===== src/rtl/acp_pkg.sv =====
// constants and types for the paired converter control block
// assumes a 32-bit axi4-lite slave port with 8-bit byte addresses
package acp_pkg;

  // ****************************************
  // register map
  // ****************************************
  localparam logic [7:0] OFF_CTRL     = 8'h00;
  localparam logic [7:0] OFF_STAT     = 8'h04;
  localparam logic [7:0] OFF_BASE     = 8'h08;
  localparam logic [7:0] OFF_PAIR0    = 8'h0C;
  localparam logic [7:0] OFF_PAIR2    = 8'h14;
  localparam logic [7:0] OFF_RES      = 8'h40;
  localparam logic [7:0] OFF_RES_LAST = 8'h6C;

  // ****************************************
  // control fields
  // ****************************************
  localparam int         CTRL_ON    = 15;
  localparam int         CTRL_SIDL  = 13;
  localparam int         CTRL_GSW   = 10;
  localparam int         CTRL_RESULT_FORMAT  = 8;
  localparam int         CTRL_EIE   = 7;
  localparam int         CTRL_ORDER = 6;
  localparam int         CTRL_SEQ   = 5;
  localparam logic [15:0] CTRL_WMASK = 16'hA5E7;
  localparam logic [15:0] CTRL_RESET = 16'h0003;

  // ****************************************
  // sizes, trigger codes, timing
  // ****************************************
  localparam int          NPAIR       = 6;
  localparam int          NIN         = 12;
  localparam int          RES_W       = 10;
  localparam logic [4:0]  TRG_NONE    = 5'h00;
  localparam logic [4:0]  TRG_SW      = 5'h01;
  localparam logic [4:0]  TRG_GLOBAL  = 5'h02;
  localparam logic [11:0] SHARED_MASK = 12'h0500;
  localparam logic [3:0]  CONV_TICKS  = 4'hC;
  localparam logic [4:0]  DIV_PLL_MIN = 5'h08;
  localparam logic [4:0]  DIV_OFFSET  = 5'h04;
  localparam logic [1:0]  RESP_OKAY   = 2'h0;
  localparam logic [1:0]  RESP_SLVERR = 2'h2;

  // ****************************************
  // types
  // ****************************************
  typedef struct packed {
    logic       pair_irq_enable;
    logic       pair_pending;
    logic       pair_soft_trigger;
    logic [4:0] src;
  } acp_pair_t;

  typedef enum logic [1:0] {
    ST_IDLE   = 2'b00,
    ST_FIRST  = 2'b01,
    ST_SECOND = 2'b10
  } acp_state_t;

endpackage


===== src/rtl/acp_ctrl.sv =====
// paired converter control: registers, triggers, sequencing, result buffer
// assumes an axi4-lite master, sar data valid at end of each conversion
// Functional notes
// - twelve inputs, converted as pairs of results
// - each dedicated hold triggered independently
// - no conversions unless pll clock selected
// - module on bit runs the converter
// - stop in idle halts during idle
// - global trigger not self clearing, edge starts
// - format bit chooses left or right justify
// - early irq after first conversion
// - order bit picks odd or even first
// - sequential sample timing of shared hold
// - shared hold samples now or at next pair conversion start
// - divider codes give divide 18 down to 4
// - codes 001 and 000 act as divide 8
// - ready flag set, cleared by writing zero
// - base holds bits 15-1, bit 0 zero
// - base read adds encoded ready index
// - pair 0 highest priority, pair 5 lowest
// - index shifted left two before adding
// - lowest numbered pending pair converts first
// - pending set on trigger, cleared on completion
// - global trigger only for global source code
// - pair irq only when its enable set
//
// The AXI4-Lite slave port and the register addresses were left to the implementer.
`timescale 1ns/100ps
module acp_ctrl (
  // clock and reset
  input  wire logic        sys_clk_i,
  input  wire logic        resetn_i,
  // axi4-lite slave
  input  wire logic [7:0]  s_axi_awaddr_i,
  input  wire logic        s_axi_awvalid_i,
  output logic             s_axi_awready_o,
  input  wire logic [31:0] s_axi_wdata_i,
  input  wire logic [3:0]  s_axi_wstrb_i,
  input  wire logic        s_axi_wvalid_i,
  output logic             s_axi_wready_o,
  output logic [1:0]       s_axi_bresp_o,
  output logic             s_axi_bvalid_o,
  input  wire logic        s_axi_bready_i,
  input  wire logic [7:0]  s_axi_araddr_i,
  input  wire logic        s_axi_arvalid_i,
  output logic             s_axi_arready_o,
  output logic [31:0]      s_axi_rdata_o,
  output logic [1:0]       s_axi_rresp_o,
  output logic             s_axi_rvalid_o,
  input  wire logic        s_axi_rready_i,
  // system state and trigger sources
  input  wire logic        pll_sel_i,
  input  wire logic        idle_mode_i,
  input  wire logic [31:0] ext_trig_i,
  // analog side
  input  wire logic [9:0]  sar_data_i,
  output logic [11:0]      ded_sample_o,
  output logic             shared_sample_o,
  output logic [3:0]       sar_chan_o,
  output logic             sar_busy_o,
  // pair events
  output logic [5:0]       pair_irq_o
);

  // ****************************************
  // functions
  // ****************************************
  function automatic logic [15:0] merge16(input logic [15:0] old, input logic [15:0] d,
                                          input logic [1:0] strb);
    merge16 = {strb[1] ? d[15:8] : old[15:8], strb[0] ? d[7:0] : old[7:0]};
  endfunction

  // lowest set bit wins, returns {found, index}
  function automatic logic [3:0] lowest6(input logic [5:0] v);
    lowest6 = 4'h0;
    for (int i = acp_pkg::NPAIR - 1; i >= 0; i--) begin
      if (v[i]) begin
        lowest6 = {1'b1, 3'(i)};
      end
    end
  endfunction

  function automatic logic [4:0] div_len(input logic [2:0] code, input logic pll);
    if (pll && code < 3'h2) begin
      div_len = acp_pkg::DIV_PLL_MIN;
    end else begin
      div_len = 5'({code, 1'b0}) + acp_pkg::DIV_OFFSET;
    end
  endfunction

  function automatic logic addr_ok(input logic [7:0] a);
    addr_ok = (a[1:0] == 2'h0) &&
              (a <= acp_pkg::OFF_PAIR2 ||
               (a >= acp_pkg::OFF_RES && a <= acp_pkg::OFF_RES_LAST));
  endfunction

  // ****************************************
  // state
  // ****************************************
  logic [15:0]          ctrl;
  logic [5:0]           ready;
  logic [15:1]          base;
  acp_pkg::acp_pair_t   pair [acp_pkg::NPAIR];
  logic [9:0]           res_mem [acp_pkg::NIN];
  acp_pkg::acp_state_t  state;
  logic [2:0]           cur_pair;
  logic [4:0]           div_cnt;
  logic [3:0]           tick_cnt;
  logic                 gsw_q;
  logic                 shared_defer;
  logic                 aw_hold;
  logic                 w_hold;
  logic [7:0]           waddr;
  logic [15:0]          wdata;
  logic [1:0]           wstrb;
  logic [7:0]           phase_cyc;

  logic                 run;
  logic                 tick;
  logic                 phase_end;
  logic                 wr_go;
  logic [5:0]           pair_pending_vec;
  logic [5:0]           hit;
  logic [3:0]           sel;
  logic [3:0]           rdy_enc;
  logic                 enter_first;
  logic                 enter_second;
  logic                 first_end;
  logic                 second_end;
  logic                 shared_busy;
  logic                 shared_trig;
  logic [31:0]          rd_word;

  assign run = ctrl[acp_pkg::CTRL_ON] && pll_sel_i &&
               !(ctrl[acp_pkg::CTRL_SIDL] && idle_mode_i);
  assign tick         = div_cnt == div_len(ctrl[2:0], pll_sel_i) - 5'h01;
  assign phase_end    = state != acp_pkg::ST_IDLE && tick &&
                        tick_cnt == acp_pkg::CONV_TICKS - 4'h1;
  assign wr_go        = aw_hold && w_hold && !s_axi_bvalid_o;
  assign sel          = lowest6(pair_pending_vec);
  assign rdy_enc      = lowest6(ready);
  assign enter_first  = run && state == acp_pkg::ST_IDLE && sel[3];
  assign first_end    = run && state == acp_pkg::ST_FIRST && phase_end;
  assign second_end   = run && state == acp_pkg::ST_SECOND && phase_end;
  assign enter_second = first_end;
  assign shared_busy  = state != acp_pkg::ST_IDLE && acp_pkg::SHARED_MASK[{cur_pair, 1'b0}];

  // ****************************************
  // per pair triggers and controls
  // ****************************************
  logic [5:0] shared_hit;
  assign shared_trig = |shared_hit;

  genvar p;
  generate
    for (p = 0; p < acp_pkg::NPAIR; p++) begin : g_pair
      localparam logic [7:0] PADDR = acp_pkg::OFF_PAIR0 + 8'(4 * (p / 2));
      logic        raw;
      logic [7:0]  wr_half;
      logic [15:0] wr_word;
      assign pair_pending_vec[p]   = pair[p].pair_pending;
      assign shared_hit[p] = hit[p] && acp_pkg::SHARED_MASK[2*p];
      assign wr_word = merge16({pair[(p/2)*2+1], pair[(p/2)*2]}, wdata, wstrb);
      assign wr_half = wr_word[8*(p%2) +: 8];
      always_comb begin
        unique case (pair[p].src)
          acp_pkg::TRG_NONE:   raw = 1'b0;
          acp_pkg::TRG_SW:     raw = pair[p].pair_soft_trigger;
          acp_pkg::TRG_GLOBAL: raw = ctrl[acp_pkg::CTRL_GSW] && !gsw_q;
          default:             raw = ext_trig_i[pair[p].src];
        endcase
      end
      assign hit[p] = run && raw;

      always_ff @(posedge sys_clk_i or negedge resetn_i) begin
        if (!resetn_i) begin
          pair[p] <= '0;
        end else begin
          if (wr_go && waddr == PADDR) begin
            pair[p].pair_irq_enable <= wr_half[7];
            pair[p].src   <= wr_half[4:0];
          end
          if (hit[p]) begin
            pair[p].pair_pending  <= 1'b1;
            pair[p].pair_soft_trigger <= 1'b0;
          end else begin
            if (second_end && cur_pair == 3'(p)) begin
              pair[p].pair_pending <= 1'b0;
            end
            if (wr_go && waddr == PADDR) begin
              pair[p].pair_soft_trigger <= wr_half[5];
            end
          end
        end
      end

      always_ff @(posedge sys_clk_i or negedge resetn_i) begin
        if (!resetn_i) begin
          ded_sample_o[2*p+1 -: 2] <= 2'h0;
          pair_irq_o[p]            <= 1'b0;
        end else begin
          ded_sample_o[2*p]   <= hit[p] && !acp_pkg::SHARED_MASK[2*p];
          ded_sample_o[2*p+1] <= hit[p] && !acp_pkg::SHARED_MASK[2*p+1];
          pair_irq_o[p] <= pair[p].pair_irq_enable && cur_pair == 3'(p) &&
                           ((first_end && ctrl[acp_pkg::CTRL_EIE]) ||
                            (second_end && !ctrl[acp_pkg::CTRL_EIE]));
        end
      end
    end
  endgenerate

  // ****************************************
  // control, status and base registers
  // ****************************************
  logic [15:0] stat_wr;
  logic [15:0] base_wr;
  assign stat_wr = merge16({10'h000, ready}, wdata, wstrb);
  assign base_wr = merge16({base, 1'b0}, wdata, wstrb);

  always_ff @(posedge sys_clk_i or negedge resetn_i) begin
    if (!resetn_i) begin
      ctrl  <= acp_pkg::CTRL_RESET;
      base  <= '0;
      gsw_q <= 1'b0;
    end else begin
      gsw_q <= ctrl[acp_pkg::CTRL_GSW];
      if (wr_go && waddr == acp_pkg::OFF_CTRL) begin
        ctrl <= merge16(ctrl, wdata, wstrb) & acp_pkg::CTRL_WMASK;
      end
      if (wr_go && waddr == acp_pkg::OFF_BASE) begin
        base <= base_wr[15:1];
      end
    end
  end

  always_ff @(posedge sys_clk_i or negedge resetn_i) begin
    if (!resetn_i) begin
      ready <= '0;
    end else begin
      // set wins over a clear in the same cycle
      ready <= ((wr_go && waddr == acp_pkg::OFF_STAT) ? (ready & stat_wr[5:0]) : ready)
               | (second_end ? 6'(1) << cur_pair : 6'h00);
    end
  end

  // ****************************************
  // conversion sequencer
  // ****************************************
  always_ff @(posedge sys_clk_i or negedge resetn_i) begin
    if (!resetn_i) begin
      state      <= acp_pkg::ST_IDLE;
      cur_pair   <= 3'h0;
      sar_chan_o <= 4'h0;
      sar_busy_o <= 1'b0;
    end else if (!run) begin
      state      <= acp_pkg::ST_IDLE;
      sar_busy_o <= 1'b0;
    end else begin
      unique case (state)
        acp_pkg::ST_IDLE: begin
          if (enter_first) begin
            state      <= acp_pkg::ST_FIRST;
            cur_pair   <= sel[2:0];
            sar_chan_o <= {sel[2:0], ctrl[acp_pkg::CTRL_ORDER]};
            sar_busy_o <= 1'b1;
          end
        end
        acp_pkg::ST_FIRST: begin
          if (phase_end) begin
            state      <= acp_pkg::ST_SECOND;
            sar_chan_o <= {cur_pair, !ctrl[acp_pkg::CTRL_ORDER]};
          end
        end
        acp_pkg::ST_SECOND: begin
          if (phase_end) begin
            state      <= acp_pkg::ST_IDLE;
            sar_busy_o <= 1'b0;
          end
        end
        default: begin
          state      <= acp_pkg::ST_IDLE;
          sar_busy_o <= 1'b0;
        end
      endcase
    end
  end

  // conversion clock divider and bit tick counter
  always_ff @(posedge sys_clk_i or negedge resetn_i) begin
    if (!resetn_i) begin
      div_cnt   <= 5'h00;
      tick_cnt  <= 4'h0;
      phase_cyc <= 8'h00;
    end else if (!run || state == acp_pkg::ST_IDLE || phase_end) begin
      div_cnt   <= 5'h00;
      tick_cnt  <= 4'h0;
      phase_cyc <= 8'h00;
    end else begin
      div_cnt   <= tick ? 5'h00 : div_cnt + 5'h01;
      tick_cnt  <= tick ? tick_cnt + 4'h1 : tick_cnt;
      phase_cyc <= phase_cyc + 8'h01;
    end
  end

  // result buffer, raw codes
  always_ff @(posedge sys_clk_i) begin
    if (first_end || second_end) begin
      res_mem[sar_chan_o] <= sar_data_i;
    end
  end

  // ****************************************
  // shared sample and hold
  // ****************************************
  always_ff @(posedge sys_clk_i or negedge resetn_i) begin
    if (!resetn_i) begin
      shared_sample_o <= 1'b0;
      shared_defer    <= 1'b0;
    end else if (ctrl[acp_pkg::CTRL_SEQ]) begin
      shared_defer    <= 1'b0;
      shared_sample_o <= ctrl[acp_pkg::CTRL_ORDER]
                         ? enter_first && acp_pkg::SHARED_MASK[{sel[2:0], 1'b0}]
                         : enter_second && acp_pkg::SHARED_MASK[{cur_pair, 1'b0}];
    end else begin
      shared_sample_o <= (shared_trig && !shared_busy) || (shared_defer && enter_first);
      shared_defer    <= (shared_trig && shared_busy) || (shared_defer && !enter_first);
    end
  end

  // ****************************************
  // axi4-lite write channel
  // ****************************************
  always_ff @(posedge sys_clk_i or negedge resetn_i) begin
    if (!resetn_i) begin
      aw_hold         <= 1'b0;
      w_hold          <= 1'b0;
      waddr           <= 8'h00;
      wdata           <= 16'h0000;
      wstrb           <= 2'h0;
      s_axi_awready_o <= 1'b1;
      s_axi_wready_o  <= 1'b1;
      s_axi_bvalid_o  <= 1'b0;
      s_axi_bresp_o   <= acp_pkg::RESP_OKAY;
    end else begin
      if (s_axi_awvalid_i && s_axi_awready_o) begin
        aw_hold         <= 1'b1;
        waddr           <= s_axi_awaddr_i;
        s_axi_awready_o <= 1'b0;
      end
      if (s_axi_wvalid_i && s_axi_wready_o) begin
        w_hold         <= 1'b1;
        wdata          <= s_axi_wdata_i[15:0];
        wstrb          <= s_axi_wstrb_i[1:0];
        s_axi_wready_o <= 1'b0;
      end
      if (wr_go) begin
        aw_hold        <= 1'b0;
        w_hold         <= 1'b0;
        s_axi_bvalid_o <= 1'b1;
        s_axi_bresp_o  <= addr_ok(waddr) ? acp_pkg::RESP_OKAY : acp_pkg::RESP_SLVERR;
      end
      if (s_axi_bvalid_o && s_axi_bready_i) begin
        s_axi_bvalid_o  <= 1'b0;
        s_axi_awready_o <= 1'b1;
        s_axi_wready_o  <= 1'b1;
      end
    end
  end

  // ****************************************
  // axi4-lite read channel
  // ****************************************
  always_comb begin
    logic [9:0] r;
    r       = res_mem[4'((s_axi_araddr_i - acp_pkg::OFF_RES) >> 2)];
    rd_word = 32'h0000_0000;
    if (s_axi_araddr_i == acp_pkg::OFF_CTRL) begin
      rd_word[15:0] = ctrl;
    end else if (s_axi_araddr_i == acp_pkg::OFF_STAT) begin
      rd_word[5:0] = ready;
    end else if (s_axi_araddr_i == acp_pkg::OFF_BASE) begin
      rd_word[15:0] = {base, 1'b0} + {11'h000, rdy_enc[2:0], 2'h0};
    end else if (s_axi_araddr_i <= acp_pkg::OFF_PAIR2) begin
      for (int j = 0; j < 3; j++) begin
        if (s_axi_araddr_i == acp_pkg::OFF_PAIR0 + 8'(4 * j)) begin
          rd_word[15:0] = {pair[2*j+1], pair[2*j]};
        end
      end
    end else if (ctrl[acp_pkg::CTRL_RESULT_FORMAT]) begin
      rd_word[15:0] = {r, 6'h00};
    end else begin
      rd_word[15:0] = {6'h00, r};
    end
  end

  always_ff @(posedge sys_clk_i or negedge resetn_i) begin
    if (!resetn_i) begin
      s_axi_arready_o <= 1'b1;
      s_axi_rvalid_o  <= 1'b0;
      s_axi_rdata_o   <= 32'h0000_0000;
      s_axi_rresp_o   <= acp_pkg::RESP_OKAY;
    end else if (s_axi_arvalid_i && s_axi_arready_o) begin
      s_axi_arready_o <= 1'b0;
      s_axi_rvalid_o  <= 1'b1;
      s_axi_rdata_o   <= addr_ok(s_axi_araddr_i) ? rd_word : 32'h0000_0000;
      s_axi_rresp_o   <= addr_ok(s_axi_araddr_i) ? acp_pkg::RESP_OKAY : acp_pkg::RESP_SLVERR;
    end else if (s_axi_rvalid_o && s_axi_rready_i) begin
      s_axi_rvalid_o  <= 1'b0;
      s_axi_arready_o <= 1'b1;
    end
  end
endmodule


===== config.mk =====
export PLATFORM = sky130hd
export DESIGN_NAME = acp_ctrl
export DESIGN_NICKNAME = d
export VERILOG_FILES = /design/src/rtl/acp_pkg.sv /design/src/rtl/acp_ctrl.sv
export SDC_FILE = /design/constraint.sdc
export NUM_CORES = 1
export LEC_CHECK = 0
export BUFFER_PORTS_ARGS = -buffer_cell sky130_fd_sc_hd__buf_2
export CAP_MARGIN = 30
export CORE_MARGIN = 5
export CORE_UTILIZATION = 35
export CTS_BUF_LIST = sky130_fd_sc_hd__clkbuf_4
export DETAILED_ROUTE_END_ITERATION = 7
export MAX_ROUTING_LAYER = met4
export PLACE_DENSITY = 0.52
export SYNTH_ARGS = -nofsm -noshare
export SYNTH_HDL_FRONTEND = slang
export SYNTH_SLANG_ARGS = --single-unit

===== constraint.sdc =====
create_clock -name sys_clk_i -period 11.7 [get_ports sys_clk_i]
set_clock_uncertainty 0.2 [all_clocks]
set_input_delay 1.755 -clock sys_clk_i [delete_from_list [all_inputs] [get_ports sys_clk_i]]
set_output_delay 1.755 -clock sys_clk_i [all_outputs]
set_load 0.1 [all_outputs]

; ---- Word level (Yosys, flattened, before mapping)
; Memories as Yosys holds them, arrays and structs flattened.
; Index checks and enable logic that the tools add are counted.
[word_totals]
register_bits = 182
n_memories = 3
latchBits = 0
word_cells = 373
ramBits = 120
rom_bits = 16
inputBits = 103
[memory_table]
columns = memory, words, word_bits, read_ports, rd_ports_with_merged_regs, write_ports, line_no
row1 = res_mem, 12, 10, 1, 0, 1, acp_ctrl.sv:104  ; logic [9:0] res_mem [acp_pkg::NIN];
row2 = (name not given), 8, 1, 1, 0, 0, acp_ctrl.sv:323  ; : enter_second && acp_pkg::SHARED_MASK[{cur_pair, 1'b0}];
row3 = (name not given), 8, 1, 1, 0, 0, acp_ctrl.sv:322  ; ? enter_first && acp_pkg::SHARED_MASK[{sel[2:0], 1'b0}]
[op_classes]
shift = 1
n_reduce_logical = 139
multipliers = 0
n_lt_le_gt_ge = 15
n_div = 0
n_eq_ne = 37
addsub = 6
n_bitwise = 2
mux = 107
[ops]
columns = operator, count
row1 = $mux W16, 8
row2 = $logic_and A1 B1 Y1, 63
row3 = $mux W6, 10
row4 = $reduce_bool A2 Y1, 27
row5 = $mux W1, 42
row6 = $mux W4, 10
row7 = $lt A5 B6 Y1 const B, 6
row8 = $eq A8 B4 Y1 const B, 4
row9 = $eq A8 B5 Y1 const B, 4
row10 = $reduce_and A2 Y1, 16
row11 = $bmux W1 S5, 6
row12 = $eq A5 B1 Y1 const B, 6
row13 = $eq A5 B2 Y1 const B, 6
row14 = $logic_not A5 Y1, 6
row15 = $mux W2, 12
row16 = $pmux W1 S3, 7
row17 = $mux W3, 6
row18 = $add A16 B5 Y16, 1
row19 = $eq A8 B3 Y1 const B, 2
row20 = $ge A8 B7 Y1 const B, 2
row21 = $le A8 B5 Y1 const B, 2
row22 = $le A8 B7 Y1 const B, 2
row23 = $logic_not A8 Y1, 2
row24 = $mux W5, 3
row25 = other kinds (29), 54

; ---- Longest topological paths before layout
[depth]
depth_word = 11
mapped_depth = 14
depth_no_buf = 14

; ---- Worst setup path after synthesis
; OpenSTA, ideal clock, no wires.
[synth_timing]
path_type = input-to-reg
startpoint = input port pll_sel_i
endpoint = memory res_mem[4][0] (enable)
t_arrival_ns = 4.200
setup_ns = 0.390
path_buffers = 1
path_slack_ns = 6.910
path_stages = 9
path_cell_list = a21bo_2 > ha_1 > xnor2_1 > xnor2_1 > nand4b_1 > nor4_1 > buf_2 > nand4b_1 > nor3_1
[synth_between]
elab_chain_len = 10
elab_cells_between_ends = 15
[synth_rtl]
columns = item, line_no
row1 = from (decl), acp_ctrl.sv:52  ; input wire logic pll_sel_i,
row2 = $logic_and A1 B1 Y1, acp_ctrl.sv:84  ; if (pll && code < 3'h2) begin
row3 = $mux W5, acp_ctrl.sv:84
row4 = $sub A5 B1 Y5, acp_ctrl.sv:136  ; assign tick = div_cnt == div_len(ctrl[2:0], pll_sel_i) - 5'h01;
row5 = $eq A5 B5 Y1, acp_ctrl.sv:136
row6 = $logic_and A1 B1 Y1 (2 in series), acp_ctrl.sv:137  ; assign phase_end = state != acp_pkg::ST_IDLE && tick &&
row7 = "$logic_and A1 B1 Y1, on equally long branches", "acp_ctrl.sv:143, acp_ctrl.sv:144"
row8 = $logic_or A1 B1 Y1 *, acp_ctrl.sv:307  ; if (first_end || second_end) begin
row9 = $mux W1 *, acp_ctrl.sv:307
row10 = $mux W1 (not written as such) *, acp_ctrl.sv:308  ; res_mem[sar_chan_o] <= sar_data_i;
row11 = to (decl), acp_ctrl.sv:104
; Mark *: on every way between the ends. The rest lies on a longest branch, timed or not.

; ---- Worst setup path in the final report
[layout_timing]
startpoint = input port pll_sel_i
endpoint = memory res_mem[0][8] (enable)
; The elaborated chain is that of the path after synthesis.

==> impl_metrics.py <==
metrics = {
    "cts": {
        "clk_pin_slew_ns": 0.06,
        "cts_buffers": 81,
        "post_cts_resized": 0,
        "cts_sinks": 284,
        "cts.path.max_buffers": 3,
        "holdBufCountCts": 0,
        "postCtsSetupBuffers": 0,
        "clk_latency_ns": 0.77,
        "cts_tree": "done",
        "root_buffer": "clkbuf_4",
        "h-tree-depth": 3,
    },
    "placement": {
        "port_buffers": 129,
        "hpwl_um": 29600,
        "gp_congestion": 0.877,
    },
    "run": {
        "max_cap_viol_count": 0,
    },
    "critical_path": {
        "crit_path_start": "pll_sel_i",
        "required_ns": 11.94,
        "cp-end-kind": "flip-flop",
        "worstSetupPathType": "input port to flip-flop",
        "worstPathMaxFanout": 6,
        "r2r_start": "ctrl[1]$_DFFE_PN1P_",
        "arrival_ns": 4.76,
        "worstSetupStartpointType": "input port",
    },
    "grt": {
        "grt_max_degree": 94,
        "grt-ovfl-total": 0,
        "antenna_found_initial": 3,
        "grt_use_total_pct": 18.9,
        "grt_pass1_wl_um": 62600,
        "grt_pass1_vias": 10000,
    },
    "logic_synthesis": {
        "yosysUniqueCellTypes": 76,
        "yosys-top-cells-count": "159 x dfrtp_1, 120 x edfxtp_1, 94 x mux2_2",
        "seq_area_frac_synth_pct": 53.7,
        "syn_area_per_cell_um2": 13.6,
        "ys.flop_type": "dfrtp_1",
        "yosysMostFrequentCell": "dfrtp_1",
        "async_flop_share_pct": 57.7,
        "netlist_instances": 1057,
        "synth-edff-count": 120,
        "ys_warn_count": 0,
        "synth_area_um2": 14400,
        "ys_ff_latch": 284,
        "ys_top_cells_by_area": "dfrtp_1 28%, edfxtp_1 25%, mux4_2 13%",
        "yosys.area.top_type_share_pct": 27.7,
        "synth_top_area_cell": "dfrtp_1",
    },
    "floorplan": {
        "fp.coreArea_um2": 40700,
        "die_y_um": 213,
        "rows": 74,
        "die_width_um": 213,
        "ios": 168,
        "start_util_pct": 35.3,
        "die-area_um2": 45200,
    },
    "cells_and_area": {
        "final_nets": 1347,
        "areaGrowthSynthToFinish_pct": 15.3,
        "finish.utilization_pct": 40.6,
        "drive_gt1_share_pct": 36.5,
    },
    "pwr": {
        "powerDensity_nw_per_um2": 153,
        "irDropWorstVdd_v": 0.0000767,
        "leakage_nw": 6.65,
    },
    "sta": {
        "max_slew_margin_pct": 36.0,
        "fmaxAchievable_mhz": 221,
        "rsz0062_at_grt": "no",
        "post-route-min-period_ns": 4.52,
        "drv_slew": 0,
        "period_share_pct": 38.7,
        "fin_setup_tns_ns": 0,
        "setup_viol_count_final": 0,
        "hold_viol": 0,
        "worst_slew_pin_slew_ns": 0.960,
    },
    "drt": {
        "routed_wl_um": 41700,
        "drt_pass1_iterations": 5,
        "drtIter0Drc": 720,
        "routed_via_density": 5.41,
        "vias": 9878,
        "wl_per_cell_um": 22.9,
        "drc": 0,
        "drtAntennaViolNets": 0,
    },
    "outcome": {
        "outcome": "complete, no violations",
    },
    "hold_path": {
        "hold_class": "flip-flop to flip-flop",
        "holdCritStartpoint": "s_axi_awready_o$_DFFE_PN1P_",
    },
}
-- logic make-up (layout without fill, tap and decap cells) --
group | Yosys count | after routing | share of synthesized area, %
muxes | 211 | 211 | 22.7
xor gates and xnor gates | 24 | 24 | 1.46
AOI/OAI and AO/OA | 183 | 183 | 8.50
DFF | 284 | 284 | 53.7
and+or+nand+nor | 245 | 245 | 9.22
adders and majority gates | 10 | 10 | 0.923
buffers and inverters | 99 | 314 | 3.49
other | 1 | 23 | 0.0261
-- power breakdown --
part / internal (mW) / switching, mW / total [mW] / leakage, nW
clock network: 0.480 / 0.437 / 0.918 / 0.602
logic: 0.137 / 0.234 / 0.371 / 2.82
registers: 1.11 / 0.124 / 1.24 / 3.22
-- flip-flops by register name (all words and copies together) (netlist names), 2 cells and up --
signal / cells
sar_chan_o: 4
div_cnt: 5
wstrb: 2
state: 2
base: 15
pair: 48
s_axi_rdata_o: 16
pair_irq_o: 6
tick_cnt: 4
res_mem: 120
ctrl: 10
ded_sample_o: 6
wdata: 16
cur_pair: 3
ready: 6
waddr: 8
-- worst paths after layout --
check / cells after the start / endpoint / slack, ns
setup / recovery: 10 / res_mem[0][8]$_DFFE_PP_ / 7.18
hold / removal: 2 / s_axi_awready_o$_DFFE_PN1P_ / 0.29
setup reg to reg: 11 / res_mem[0][8]$_DFFE_PP_ / 7.46
hold reg to reg: 2 / s_axi_awready_o$_DFFE_PN1P_ / 0.29
max in group asynchronous: 2 / ctrl[8]$_DFFE_PN0P_ / 8.87
min in group asynchronous: 1 / pair[9]$_DFFE_PN0P_ / 0.91
-- cell usage in the layout (no fill, tap or decap), types with 6 or more instances in the layout --
cell type / instances
dfrtp_1: 159
mux2_2: 94
mux4_2: 82
a221oi_1: 7
inv_1: 24
xnor2_1: 13
xor2_1: 11
buf_2: 129
nand2_1: 66
nand3b_1: 7
buf_4: 14
a21o_1: 8
and3_1: 11
o211ai_1: 11
nand4b_1: 6
nor2b_1: 8
nor3_1: 15
a21oi_1: 20
a211oi_1: 6
nand2b_1: 11
o31ai_1: 9
or3_1: 6
o22ai_1: 6
o21ai_0: 56
mux2i_1: 35
nor2_1: 63
clkinv_1: 17
a22oi_1: 24
ha_1: 9
clkbuf_4: 116
conb_1: 20
nand3_1: 13
edfxtp_1: 120
-- critical path: stages --
cell	delay, ns
buf_2	0.14
a21bo_2	0.23
ha_1	0.21
xnor2_1	0.16
xnor2_1	0.13
nand4b_1	0.26
nor4_2	0.51
nand4bb_1	0.27
nor3_1	0.78
buf_4	0.30
-- layout make-up --
| type | instances | area, um2 |
|---|---|---|
| clock inverters | 24 | 144 |
| repair buffers | 149 | 835 |
| diodes | 3 | 7.51 |
| multi-input cells | 693 | 6230 |
| well taps | 532 | 666 |
| inverters | 25 | 93.8 |
| fillers | 3935 | 24200 |
| flip-flops and latches | 284 | 7710 |
| clock buffers | 116 | 871 |
-- per-layer routing --
layer	routed length, um	GRT usage, %	vias to the layer above
met4	786	4.88	0
met5	0	-	-
met3	2550	4.35	65
met2	19600	28.6	322
met1	18800	26.0	5054
li1	-	-	4437
-- through the flow --
| stage | cells | worst slack (ns) | power, mW | hold WS, ns | cell area [um2] |
|---|---|---|---|---|---|
| CTS | 1822 | 6.71 | 2.57 | 0.291 | 16500 |
| global placement | 1674 | 5.94 | 1.62 | 0.274 | 15400 |
| floorplan | 1076 | 6.91 | 1.48 | 0.254 | 14400 |
| detailed placement | 1682 | 5.87 | 1.63 | 0.281 | 15500 |
| global route | 1826 | 7.02 | 2.66 | 0.316 | 16600 |
| finish | 1826 | 7.18 | 2.53 | 0.288 | 16600 |
Power figures use the tool's default switching activity.
